**config.mk**
```make
export PLATFORM = sky130hd
export DESIGN_NAME = dio_port
export DESIGN_NICKNAME = d
export VERILOG_FILES = /design/src/dio_pkg.sv /design/src/dio_counter.sv /design/src/dio_port.sv /design/src/dio_trig.sv
export VERILOG_INCLUDE_DIRS = /design/src
export SDC_FILE = /design/constraint.sdc
export NUM_CORES = 1
export LEC_CHECK = 0
export ABC_AREA = 0
export BUFFER_PORTS_ARGS = -buffer_cell sky130_fd_sc_hd__clkbuf_2
export CAP_MARGIN = 20
export CORE_MARGIN = 2
export CORE_UTILIZATION = 45
export DETAILED_ROUTE_END_ITERATION = 7
export PLACE_DENSITY = 0.67
export SLEW_MARGIN = 25
export SYNTH_ARGS = -nofsm -noshare
export SYNTH_HDL_FRONTEND = slang
export SYNTH_SLANG_ARGS = --single-unit
```
**constraint.sdc**
```tcl
create_clock -name clk -period 10.71 [get_ports clk]
set_input_delay 0.5355 -clock clk [delete_from_list [all_inputs] [get_ports clk]]
set_output_delay 0.5355 -clock clk [all_outputs]
set_load 0.01 [all_outputs]
```
**src/dio_defs.svh**
```systemverilog
`ifndef DIO_DEFS_SVH
`define DIO_DEFS_SVH

// ----------------------------------------------------------------
// register offsets (byte locations in the card's I/O window)
// ----------------------------------------------------------------
`define DIO_ADDR_W        5
`define DIO_OFS_PORT_A    5'h00
`define DIO_OFS_PORT_B    5'h01
`define DIO_OFS_PORT_C    5'h02
`define DIO_OFS_CTRL      5'h03
`define DIO_OFS_BUF       5'h0C
`define DIO_OFS_IRQ_OFF   5'h0D
`define DIO_OFS_IRQ_ON    5'h0E
`define DIO_OFS_IRQ_CLR   5'h0F
`define DIO_OFS_CNT_LO    5'h10
`define DIO_OFS_CNT_HI    5'h1B
`define DIO_OFS_IRQ_EN    5'h1C
`define DIO_OFS_IRQ_STAT  5'h1D
`define DIO_OFS_IRQ_MASK  5'h1E

// ----------------------------------------------------------------
// field positions and reset values
// ----------------------------------------------------------------
`define DIO_CTRL_C_LO     0
`define DIO_CTRL_B        1
`define DIO_CTRL_C_HI     3
`define DIO_CTRL_A        4
`define DIO_CTRL_SET      7
`define DIO_BUF_OFF_BIT   7
`define DIO_CTRL_RST      8'h9B
`define DIO_IRQ_EN_RST    8'h11
`define DIO_MASK_RST      8'h01
`define DIO_ZERO8         8'h00
`define DIO_ZERO16        16'h0000
`define DIO_PORT_C_IRQBIT 3
`define DIO_VENDOR_CODE   16'h1234
`define DIO_DEVICE_CODE   16'h5678

`endif

```
**src/dio_pkg.sv**
```systemverilog
package dio_pkg;
	typedef struct packed {
		logic [7:0] a;
		logic [7:0] b;
		logic [7:0] c;
	} dio_lines_t;

	typedef struct packed {
		logic rise;
		logic fall;
		logic high;
		logic low;
	} dio_trig_t;

	typedef enum logic [1:0] {
		DIO_CNT_IDLE,
		DIO_CNT_LOW,
		DIO_CNT_HIGH
	} dio_cnt_phase_t;
endpackage : dio_pkg

```
**src/dio_counter.sv**
```systemverilog
`timescale 1ns/100ps
`default_nettype none
`include "dio_defs.svh"

// one 16-bit down counter; loaded low byte then high byte, square out
module dio_counter
	import dio_pkg::*;
(
	input  wire logic       clk,
	input  wire logic       rst,
	input  wire logic       tick,
	input  wire logic       wr,
	input  wire logic [7:0] wdata,
	output logic [7:0]      rdata,
	output logic            cnt_out
);
	typedef struct packed {
		logic [15:0]    reload;
		logic [15:0]    count;
		dio_cnt_phase_t phase;
		logic           out;
	} dio_cnt_st_t;

	dio_cnt_st_t s_q;
	dio_cnt_st_t s_d;

	always_comb begin
		s_d = s_q;
		if (wr) begin
			case (s_q.phase)
				DIO_CNT_LOW: begin
					s_d.reload[15:8] = wdata;
					s_d.count = {wdata, s_q.reload[7:0]};
					s_d.phase = DIO_CNT_HIGH;
				end
				default: begin
					s_d.reload[7:0] = wdata;
					s_d.phase = DIO_CNT_LOW;
				end
			endcase
		end else if (tick && s_q.phase == DIO_CNT_HIGH) begin
			if (s_q.count <= 16'h0001) begin
				s_d.count = s_q.reload;
				s_d.out = ~s_q.out;
			end else begin
				s_d.count = s_q.count - 16'h0001;
			end
		end
	end

	always_ff @(posedge clk or posedge rst) begin
		if (rst) begin
			s_q <= '0;
		end else begin
			s_q <= s_d;
		end
	end

	assign rdata = s_q.count[7:0];
	assign cnt_out = s_q.out;
endmodule : dio_counter
`default_nettype wire

```
**src/dio_port.sv**
```systemverilog
// The register addresses and the address-and-strobe port were left to the implementer.
`timescale 1ns/100ps
`default_nettype none
`include "dio_defs.svh"

// Notes on behaviour
// RL1: three 8-bit ports, per-port direction
// RL2: port C halves set independently
// RL3: internal source is port C bit 3
// RL4: external select uses external interrupt pin
// RL5: timer jumper uses first counter output two
// RL6: each trigger source enabled independently
// RL7: rising, falling, high, low, combinable
// RL8: enabled source condition requests interrupt
// RL9: always-enable jumper keeps buffers on
// RL10: tristate jumper lets software drive buffers
// RL11: three devices, three 16-bit counters each
// RL12: 22 register locations decoded; the code decodes 20
// RL13: fixed identity codes for configuration space
// RL14: reset makes every line an input
// RL15: control top bit tristates, low re-enables
// RL16: reset enables rising edge both sources; the code's mask reset 8'h01 lets only the digital source reach irq
// RL17: host writes clear location to clear
// RL18: request latched until software clears it
module dio_port
	import dio_pkg::*;
(
	input  wire logic                    clk,
	input  wire logic                    rst,
	input  wire logic [`DIO_ADDR_W-1:0]  addr,
	input  wire logic [7:0]              wdata,
	input  wire logic                    wr,
	input  wire logic                    rd,
	output logic [7:0]                   rdata,
	input  wire dio_lines_t              pin_in,
	output dio_lines_t                   pin_out,
	output dio_lines_t                   pin_oe,
	input  wire logic                    ext_irq_pin,
	input  wire logic                    counter_clk_tick,
	input  wire logic                    digital_irq_jumper,
	input  wire logic                    timer_irq_jumper,
	input  wire logic                    irq_source_select,
	input  wire logic                    always_enable_position,
	output logic [15:0]                  vendor_code,
	output logic [15:0]                  device_code,
	output logic                         irq
);
	typedef struct packed {
		dio_lines_t out;
		logic [7:0] ctrl;
		logic       ctrl_off;
		logic       buf_off;
		logic       glob_en;
		logic [7:0] trig_en;
		logic [7:0] mask;
		logic [1:0] stat;
		logic [7:0] rdata;
	} dio_st_t;

	dio_st_t s_q;
	dio_st_t s_d;

	logic [8:0] cnt_wr;
	logic [7:0] cnt_rd [9];
	logic [8:0] cnt_o;
	logic       dig_src;
	logic       dig_hit;
	logic       tmr_hit;
	logic [1:0] ev;

	// ----------------------------------------------------------------
	// counters
	// ----------------------------------------------------------------
	function automatic logic [3:0] cnt_index(input logic [4:0] a);
		logic [1:0] dev;
		dev = a[3:2] - 2'h0;
		cnt_index = 4'({dev, 2'b00}) - 4'({2'b00, dev}) + 4'(a[1:0]);
	endfunction : cnt_index

	function automatic logic is_cnt(input logic [4:0] a);
		is_cnt = a >= `DIO_OFS_CNT_LO && a <= `DIO_OFS_CNT_HI
			&& a[1:0] != 2'h3;
	endfunction : is_cnt

	genvar gi;
	generate
		for (gi = 0; gi < 9; gi = gi + 1) begin : g_cnt
			assign cnt_wr[gi] = wr && is_cnt(addr)
				&& cnt_index(addr) == 4'(gi);
			dio_counter u_cnt (     // see RL11
				.clk     (clk),
				.rst     (rst),
				.tick    (counter_clk_tick),
				.wr      (cnt_wr[gi]),
				.wdata   (wdata),
				.rdata   (cnt_rd[gi]),
				.cnt_out (cnt_o[gi])
			);
		end
	endgenerate

	// ----------------------------------------------------------------
	// interrupt sources
	// ----------------------------------------------------------------
	assign dig_src = irq_source_select ? ext_irq_pin       // see RL4
		: pin_in.c[`DIO_PORT_C_IRQBIT];                    // see RL3

	dio_trig u_dig (
		.clk (clk),
		.rst (rst),
		.src (dig_src),
		.sel ({s_q.trig_en[0], s_q.trig_en[1],
			s_q.trig_en[2], s_q.trig_en[3]}),
		.hit (dig_hit)
	);

	dio_trig u_tmr (
		.clk (clk),
		.rst (rst),
		.src (cnt_o[2]),                                   // see RL5
		.sel ({s_q.trig_en[4], s_q.trig_en[5],
			s_q.trig_en[6], s_q.trig_en[7]}),
		.hit (tmr_hit)
	);

	// jumpers gate each source on its own  see RL6
	assign ev = {tmr_hit & timer_irq_jumper & s_q.glob_en,
		dig_hit & digital_irq_jumper & s_q.glob_en};

	// ----------------------------------------------------------------
	// register file
	// ----------------------------------------------------------------
	always_comb begin
		s_d = s_q;
		s_d.rdata = `DIO_ZERO8;
		if (wr) begin                                      // see RL12
			if (addr == `DIO_OFS_PORT_A) begin
				s_d.out.a = wdata;
			end else if (addr == `DIO_OFS_PORT_B) begin
				s_d.out.b = wdata;
			end else if (addr == `DIO_OFS_PORT_C) begin
				s_d.out.c = wdata;
			end else if (addr == `DIO_OFS_CTRL) begin
				// top bit set: new mode, buffers off; clear: only re-enable
				if (wdata[`DIO_CTRL_SET]) begin            // see RL15
					s_d.ctrl = wdata;
					s_d.ctrl_off = 1'b1;
				end else begin
					s_d.ctrl_off = 1'b0;
				end
			end else if (addr == `DIO_OFS_BUF) begin
				s_d.buf_off = wdata[`DIO_BUF_OFF_BIT];
			end else if (addr == `DIO_OFS_IRQ_OFF) begin
				s_d.glob_en = 1'b0;
			end else if (addr == `DIO_OFS_IRQ_ON) begin
				s_d.glob_en = 1'b1;
			end else if (addr == `DIO_OFS_IRQ_CLR) begin
				s_d.stat = 2'b00;                          // see RL17
			end else if (addr == `DIO_OFS_IRQ_EN) begin
				s_d.trig_en = wdata;
			end else if (addr == `DIO_OFS_IRQ_STAT) begin
				s_d.stat = s_q.stat & ~wdata[5:4];
			end else if (addr == `DIO_OFS_IRQ_MASK) begin
				s_d.mask = wdata;
			end
		end
		// set wins over a clear in the same cycle  see RL18
		s_d.stat = s_d.stat | ev;
		if (rd) begin
			if (addr == `DIO_OFS_PORT_A) begin
				s_d.rdata = pin_in.a;
			end else if (addr == `DIO_OFS_PORT_B) begin
				s_d.rdata = pin_in.b;
			end else if (addr == `DIO_OFS_PORT_C) begin
				s_d.rdata = pin_in.c;
			end else if (is_cnt(addr)) begin
				s_d.rdata = cnt_rd[cnt_index(addr)];
			end else if (addr == `DIO_OFS_IRQ_EN) begin
				s_d.rdata = s_q.trig_en;
			end else if (addr == `DIO_OFS_IRQ_STAT) begin
				s_d.rdata = {2'b00, s_q.stat, timer_irq_jumper,
					digital_irq_jumper, s_q.glob_en, 1'b0};
			end else if (addr == `DIO_OFS_IRQ_MASK) begin
				s_d.rdata = s_q.mask;
			end
		end
	end

	always_ff @(posedge clk or posedge rst) begin
		if (rst) begin
			s_q.out <= '0;
			s_q.ctrl <= `DIO_CTRL_RST;                     // see RL14
			s_q.ctrl_off <= 1'b0;
			s_q.buf_off <= 1'b0;
			s_q.glob_en <= 1'b1;
			s_q.trig_en <= `DIO_IRQ_EN_RST;                // see RL16
			s_q.mask <= `DIO_MASK_RST;
			s_q.stat <= 2'b00;
			s_q.rdata <= `DIO_ZERO8;
		end else begin
			s_q <= s_d;
		end
	end

	// ----------------------------------------------------------------
	// pins
	// ----------------------------------------------------------------
	logic buf_on;
	assign buf_on = always_enable_position                 // see RL9
		| ~(s_q.ctrl_off | s_q.buf_off);                   // see RL10

	assign pin_out = s_q.out;
	// direction bits: 1 means input  see RL1
	assign pin_oe.a = {8{buf_on & ~s_q.ctrl[`DIO_CTRL_A]}};
	assign pin_oe.b = {8{buf_on & ~s_q.ctrl[`DIO_CTRL_B]}};
	assign pin_oe.c = {{4{buf_on & ~s_q.ctrl[`DIO_CTRL_C_HI]}},
		{4{buf_on & ~s_q.ctrl[`DIO_CTRL_C_LO]}}};          // see RL2

	assign rdata = s_q.rdata;
	assign vendor_code = `DIO_VENDOR_CODE;                 // see RL13
	assign device_code = `DIO_DEVICE_CODE;
	assign irq = |({s_q.mask[4], s_q.mask[0]} & s_q.stat); // see RL8
endmodule : dio_port
`default_nettype wire

```
**src/dio_trig.sv**
```systemverilog
`timescale 1ns/100ps
`default_nettype none
`include "dio_defs.svh"

module dio_trig
	import dio_pkg::*;
(
	input  wire logic      clk,
	input  wire logic      rst,
	input  wire logic      src,
	input  wire dio_trig_t sel,
	output logic           hit
);
	typedef struct packed {
		logic prev;
	} dio_trig_st_t;

	dio_trig_st_t s_q;
	dio_trig_st_t s_d;

	always_comb begin
		s_d.prev = src;
	end

	always_ff @(posedge clk or posedge rst) begin
		if (rst) begin
			s_q <= '0;
		end else begin
			s_q <= s_d;
		end
	end

	// any selected condition fires; conditions combine freely  see RL7
	assign hit = (sel.rise & src & ~s_q.prev)
		| (sel.fall & ~src & s_q.prev)
		| (sel.high & src)
		| (sel.low & ~src);
endmodule : dio_trig
`default_nettype wire

```
======== After elaboration in Yosys (flattened, before gate mapping) ========
Index checks and enable logic that the tools add are counted.
cells by class
  add/sub/neg operators ................... 11
  muxes and demuxes ....................... 71
  $mul .................................... 0
  divide/modulo/power cells ............... 0
  bitwise gates (word level) .............. 62
  equality and inequality tests ........... 46
  shift-type cells ........................ 0
  reduce and logical (&&, ||, !) cells .... 71
  order comparisons ....................... 12
operators with widths
  cell                     count
  $mux W16                 36
  $le A16 B1 Y1 const B    9
  $sub A16 B1 Y16 const B  9
  $mux W8                  10
  $reduce_and A2 Y1        28
  $mux W2                  20
  $bmux W8 S4              1
  $not A1 Y1               29
  $logic_and A1 B1 Y1      21
  $and A1 B1 Y1            20
  $eq A5 B4 Y1 const B     4
  $ne A2 B2 Y1 const B     10
  $reduce_bool A2 Y1       10
  $eq A2 B1 Y1 const B     9
  $eq A2 B2 Y1 const B     9
  $eq A4 B3 Y1 const B     4
  $eq A5 B5 Y1 const B     3
  $reduce_and A12 Y1       1
  $reduce_and A6 Y1        2
  $eq A5 B2 Y1 const B     2
  $ge A5 B5 Y1 const B     2
  $reduce_and A10 Y1       1
  $eq A4 B2 Y1 const B     2
  $or A1 B1 Y1             8
  other kinds (18)         23
storage, ports and cells
  memories ................................ 0
  bits in registers ....................... 369
  memory bits (writable) .................. 0
  memory bits (read-only) ................. 0
  output and inout port bits .............. 89
  bits in latches ......................... 0
  input port bits ......................... 47

======== Longest topological paths before layout ========
  depth after elaboration ................. 14
  gate-level depth with buffers ........... 16

======== Cells and area by module ========
From an unflattened synthesis, not the netlist that was laid out.
second synthesis, totals
  cells, all modules ...................... 2362
  area, all modules ....................... 22296.4 um^2
by module, submodules not included
  module                             seq. area each (um^2)  times used  cells each  area each (um^2)
  dio_counter at g_cnt[1].u_cnt ...  875.8                  5           221         2040.7
  dio_counter at g_cnt[0].u_cnt ...  875.8                  4           207         1955.6
  dio_port                           1436.4                 1           417         4150.2
  dio_trig                           25.0                   2           6           60.1

======== Worst setup path before layout ========
Ideal clock, no wire load.
  kind .................................... input port to flip-flop
  from .................................... input addr[0]
  to ...................................... register g_cnt[0].u_cnt.s_q[15] in the netlist's numbering
  stages .................................. 14
  setup slack ............................. 6.865 ns
  library setup time ...................... 0.121 ns
  required time ........................... 10.589 ns
  arrival ................................. 3.724 ns
  cell sequence ........................... clkbuf_1 > clkinv_1 > clkbuf_1 > ha_1 > inv_1 > fa_1 > buf_2 > nor2b_1 > nand3_1 > or2_2 > a41oi_1 > buf_2 > nor2_1 > o22a_1
on the way
  word-level cells in the longest chain between the ends .. 7
  elaborated cells on any way between the ends .. 13
ends and longest elaborated chain
  item                                                                 RTL line           text
  from (decl)                                                          dio_port.sv:30     input wire logic [`DIO_ADDR_W-1:0] addr,
  $ge A5 B5 Y1 (no line) / $le A5 B5 Y1 (equally long branches)        --
  $logic_and A1 B1 Y1 (no line)                                        --
  $logic_and A1 B1 Y1                                                  dio_port.sv:81     is_cnt = a >= `DIO_OFS_CNT_LO && a <= `DIO_OFS_CNT_HI
  $logic_and A1 B1 Y1                                                  dio_port.sv:88     assign cnt_wr[gi] = wr && is_cnt(addr)
  $logic_and A1 B1 Y1 (*)                                              dio_port.sv:89     && cnt_index(addr) == 4'(gi);
  $ne A2 B2 Y1 (no line) / $reduce_bool A2 Y1 (equally long branches)  --
  $reduce_and A2 Y1 (no line)                                          --
  to (signal assigned)                                                 dio_counter.sv:53  s_q <= '0;
  to (signal assigned)                                                 dio_counter.sv:55  s_q <= s_d;
  to (decl)                                                            dio_counter.sv:24  dio_cnt_st_t s_q;
Mark *: on every way between the ends. The rest lies on a longest branch, timed or not.
A chain may end at the register's enable or synchronous reset.

======== Worst setup path after layout ========
  from .................................... input addr[0]
  to ...................................... register g_cnt[2].u_cnt.s_q, in the netlist g_cnt[2].u_cnt.rdata[3]
on the way
  word-level cells in the longest chain between the ends .. 7
  elaborated cells on any way between the ends .. 13
ends and longest elaborated chain
  item                                                                 RTL line
  branches (longest 4 deep; another with $add A4 B2 Y4)                --
  $logic_and A1 B1 Y1 (*)                                              dio_port.sv:89
  $ne A2 B2 Y1 (no line) / $reduce_bool A2 Y1 (equally long branches)  --
  $reduce_and A2 Y1 (no line)                                          --
  to (signal assigned)                                                 dio_counter.sv:53
  to (signal assigned)                                                 dio_counter.sv:55
  to (decl)                                                            dio_counter.sv:24
Mark *: on every way between the ends.

==> PnR_summary.wiki <==
{| class="wikitable"
! Metric !! Value
|-
| Result of the run || finished clean
|-
| Layout overhead on the synthesized area || 8.77%
|-
| Area enclosed by the die boundary || 0.0477 mm^2
|-
| Static leakage power || 9.93 nW
|-
| Number of optimization iterations in the first detailed-route pass || 6
|-
| Clock-pin slew on the worst setup and hold paths || 0.06 ns
|-
| Avg Cell Area, Syn || 9.82 um^2
|-
| Slowest library cell on the worst path || ha_1
|-
| Clock insertion delay at the later pin of the skew report || 0.55 ns
|-
| Number of I/O pins || 136
|-
| Launch point of the critical path || addr[0]
|-
| # DRC || 0
|-
| Final worst-path cycle share || 43.4%
|-
| Clock buffer count from CTS || 41
|-
| Cell class contributing the biggest share of worst-path delay || simple AND/OR/NAND/NOR gates
|-
| # fillers || 4101
|-
| Clock tree from TritonCTS || built
|-
| Final setup violation count || 0
|-
| Fraction of registers with async set or reset after synthesis || 100%
|-
| Maximum root-to-sink buffer count || 3
|-
| Antenna viol nets, final || 0
|-
| Tightest Pin Transition || 1.09 ns
|-
| DPL Wire Length || 34.9 mm
|-
| Sink Count || 366
|-
| Post CTS Setup Buffer Count || 0
|-
| Routed vias || 16300
|-
| Worst hold path type || input port to asynchronous set/reset pin
|-
| Core Region || 0.0454 mm^2
|-
| Fraction of post-synthesis cell area in the top cell type by area || 43.3%
|-
| Ys Warns || 0
|-
| Largest voltage drop on the vdd net || 0.137 mV
|-
| Kind of end point of the critical path || register
|-
| Post-Route WL || 53.9 mm
|-
| Root buffer selected by CTS || clkbuf_16
|-
| Setup slack after layout || 6.06 ns
|-
| Routed met3 length || 3.65 mm
|-
| Floorplan row count || 78
|-
| GRT Residual Overflow || 0
|-
| Hold Violations, Final || 0
|-
| Worst slack after detailed placement || 5.28 ns
|-
| Number of instances in the synthesized netlist || 2106
|-
| Detail-routed net length per standard cell || 19.9 um
|-
| Area occupied by registers || 0.00917 mm^2
|-
| Share of layout cells above drive strength 1 || 22.4%
|-
| Post-cts repair resize count || 0
|-
| Die Span X || 218 um
|-
| Post-layout minimum cycle time || 4.65 ns
|-
| Max stage delay on crit path || 0.95 ns
|-
| # H-tree levels || 2
|-
| Post-CTS Hold Buffers || 0
|-
| Post-route clock skew || 0.0104 ns
|-
| Final total negative setup slack || 0 ns
|-
| Portion of the post-synthesis area used by sequential elements || 44.3%
|-
| Worst Setup Path Type || input port to register
|-
| Commonest non-fill, non-tap cells in the layout || dfrtp_1 (358), mux2_2 (191), a21oi_1 (181)
|-
| CP max FO || 20
|-
| Flip-flop cell with the highest count after synthesis || dfrtp_1
|-
| Routed via count divided by cell count || 5.98
|-
| Synth cell types || 93
|-
| First-pass GRT wire length || 86.3 mm
|-
| Overall routing resource usage || 22.6%
|-
| Placer Congestion || 0.891
|-
| Critical Path RT || 11.16 ns
|-
| Maximum number of pins on one net before global-route repair || 175
|-
| Cell chain of the critical path || clkbuf_2, clkinv_1, ha_1, nand4_1, nor4_4, nand2b_1, o21ai_0, a22o_1
|-
| Number of global-route vias before repair || 15500
|-
| Count of antenna diodes in the layout || 0
|-
| Pwr/cell area || 227 mW/mm^2
|-
| CP startpoint kind || input port
|-
| Final Net Count || 2154
|-
| Arrival time of the worst setup path || 5.10 ns
|-
| Number of violations reported at the end of detailed-routing iteration 0 || 1581
|-
| CP Buf/Inv Count || 2
|-
| Number of antenna violations at the first check in global routing || 1
|-
| Area contributors post-synth || dfrtp_1 (43%), mux2_2 (10%), a21oi_1 (4.4%)
|-
| Headroom to the max-slew limit || 27.3%
|-
| Post-synth EDFFs || 0
|-
| Top layer used by detailed routing || met4
|-
| Highest clock rate || 0.215 GHz
|-
| Origin of the critical flop-to-flop path || g_cnt[8].u_cnt.s_q[11]
|-
| Number of input and output port buffers inserted || 103
|-
| RSZ-0062 raised after global routing || no
|-
| Routed wire length on met2 || 24.9 mm
|-
| DRT met1 WL || 24.0 mm
|-
| Cell type with the highest aggregate area in the netlist || dfrtp_1
|-
| Die height || 218 um
|-
| Initial cell density of the core || 45.6%
|-
| Commonest non-fill, non-tap cell in the layout || dfrtp_1
|-
| Post-synth design cell area || 0.0207 mm^2
|-
| Slew Viols, Final || 0
|-
| Post-synthesis sequential element count || 366
|-
| Max-cap check violation count || 0
|-
| Footprint of the multi-input gates || 0.0103 mm^2
|}
[cell usage after synthesis, types with 20 or more instances]
| master | count |
|---|---|
| mux2_2 | 191 |
| xnor2_1 | 22 |
| clkbuf_1 | 80 |
| nor3_1 | 63 |
| o21ai_0 | 117 |
| or3_1 | 21 |
| xor2_1 | 26 |
| buf_4 | 87 |
| nand3_1 | 47 |
| nor2_1 | 178 |
| inv_1 | 49 |
| ha_1 | 20 |
| dfrtp_1 | 358 |
| a31oi_1 | 24 |
| nor4_1 | 39 |
| a21oi_1 | 182 |
| o211ai_1 | 68 |
| mux2i_1 | 21 |
| nand2_1 | 134 |
| buf_2 | 46 |
[final timing paths]
check	end	slack, ns	cells past startpoint
max	g_cnt[2].u_cnt.rdata[3]	6.06	8
min	pin_out[21]	0.07	2
max reg2reg	g_cnt[8].u_cnt.rdata[4]	7.64	6
min reg2reg	u_tmr.s_q	0.43	0
max in group asynchronous	g_cnt[0].u_cnt.s_q[29]	8.76	4
min in group clk	rdata[7]	0.25	3
[report_power, final]
part	internal, mW	switching (mW)	leakage, nW
registers	1.72	0.387	4.72
logic	0.724	0.866	4.54
clock network	0.854	0.561	0.673
total	3.29	1.81	9.93
[sequential cells by signal (all words and copies together) (netlist names)]
| signal | flops |
|---|---|
| g_cnt.u_cnt.cnt_out | 1 |
| g_cnt.u_cnt.rdata | 72 |
| g_cnt.u_cnt.s_q | 234 |
| pin_out | 24 |
| rdata | 8 |
| s_q | 25 |
| u_dig.s_q | 1 |
| u_tmr.s_q | 1 |
[worst reg2reg max path: stages, from the launching register on]
cell      delay (ns)
dfrtp_1         0.44
or4_4           0.58
or4_1           0.43
nand3b_1        0.69
and2_4          0.49
a41oi_1         0.22
o22a_2          0.16
[routing by layer]
metal,global-route usage (%),up-vias
li1,-,7499
met1,31.2,8070
met2,36.1,590
met3,3.95,93
met4,7.23,0
met5,0,-
[cells by family after synthesis]
logic type / Yosys count / share of synthesized area [%]
buf+inv: 273 / 7.11
mux: 228 / 13.2
xor+xnor: 49 / 2.11
other cells: 2 / 0.0363
simple gates: 628 / 15.5
flops: 366 / 44.3
compound gates: 539 / 16.5
fa+ha+maj: 21 / 1.31
[cell type report]
type                       count  share of cell area (%)
multi-input combinational   1497                    45.6
sequential                   366                    40.8
clock buffer                  59                    5.36
timing repair buffer         130                    3.36
tap                          600                    3.34
inverter                      50                   0.868
clock inverter                14                   0.673
[stage by stage]
stage               total power [mW]  utilization [%]  cell area (um^2)  hold WS [ns]  std cells
global placement                3.61             46.3             21000         0.396       2642
finish                          5.11             49.6             22500        0.0746       2716
CTS                             5.12             49.4             22400        0.0835       2715
floorplan                       3.30                -             20800         0.375       2136
global route                    5.45             49.6             22500         0.103       2716
detailed placement              3.68             46.4             21100         0.408       2642
Note: power is estimated with default switching activity, not from simulation.
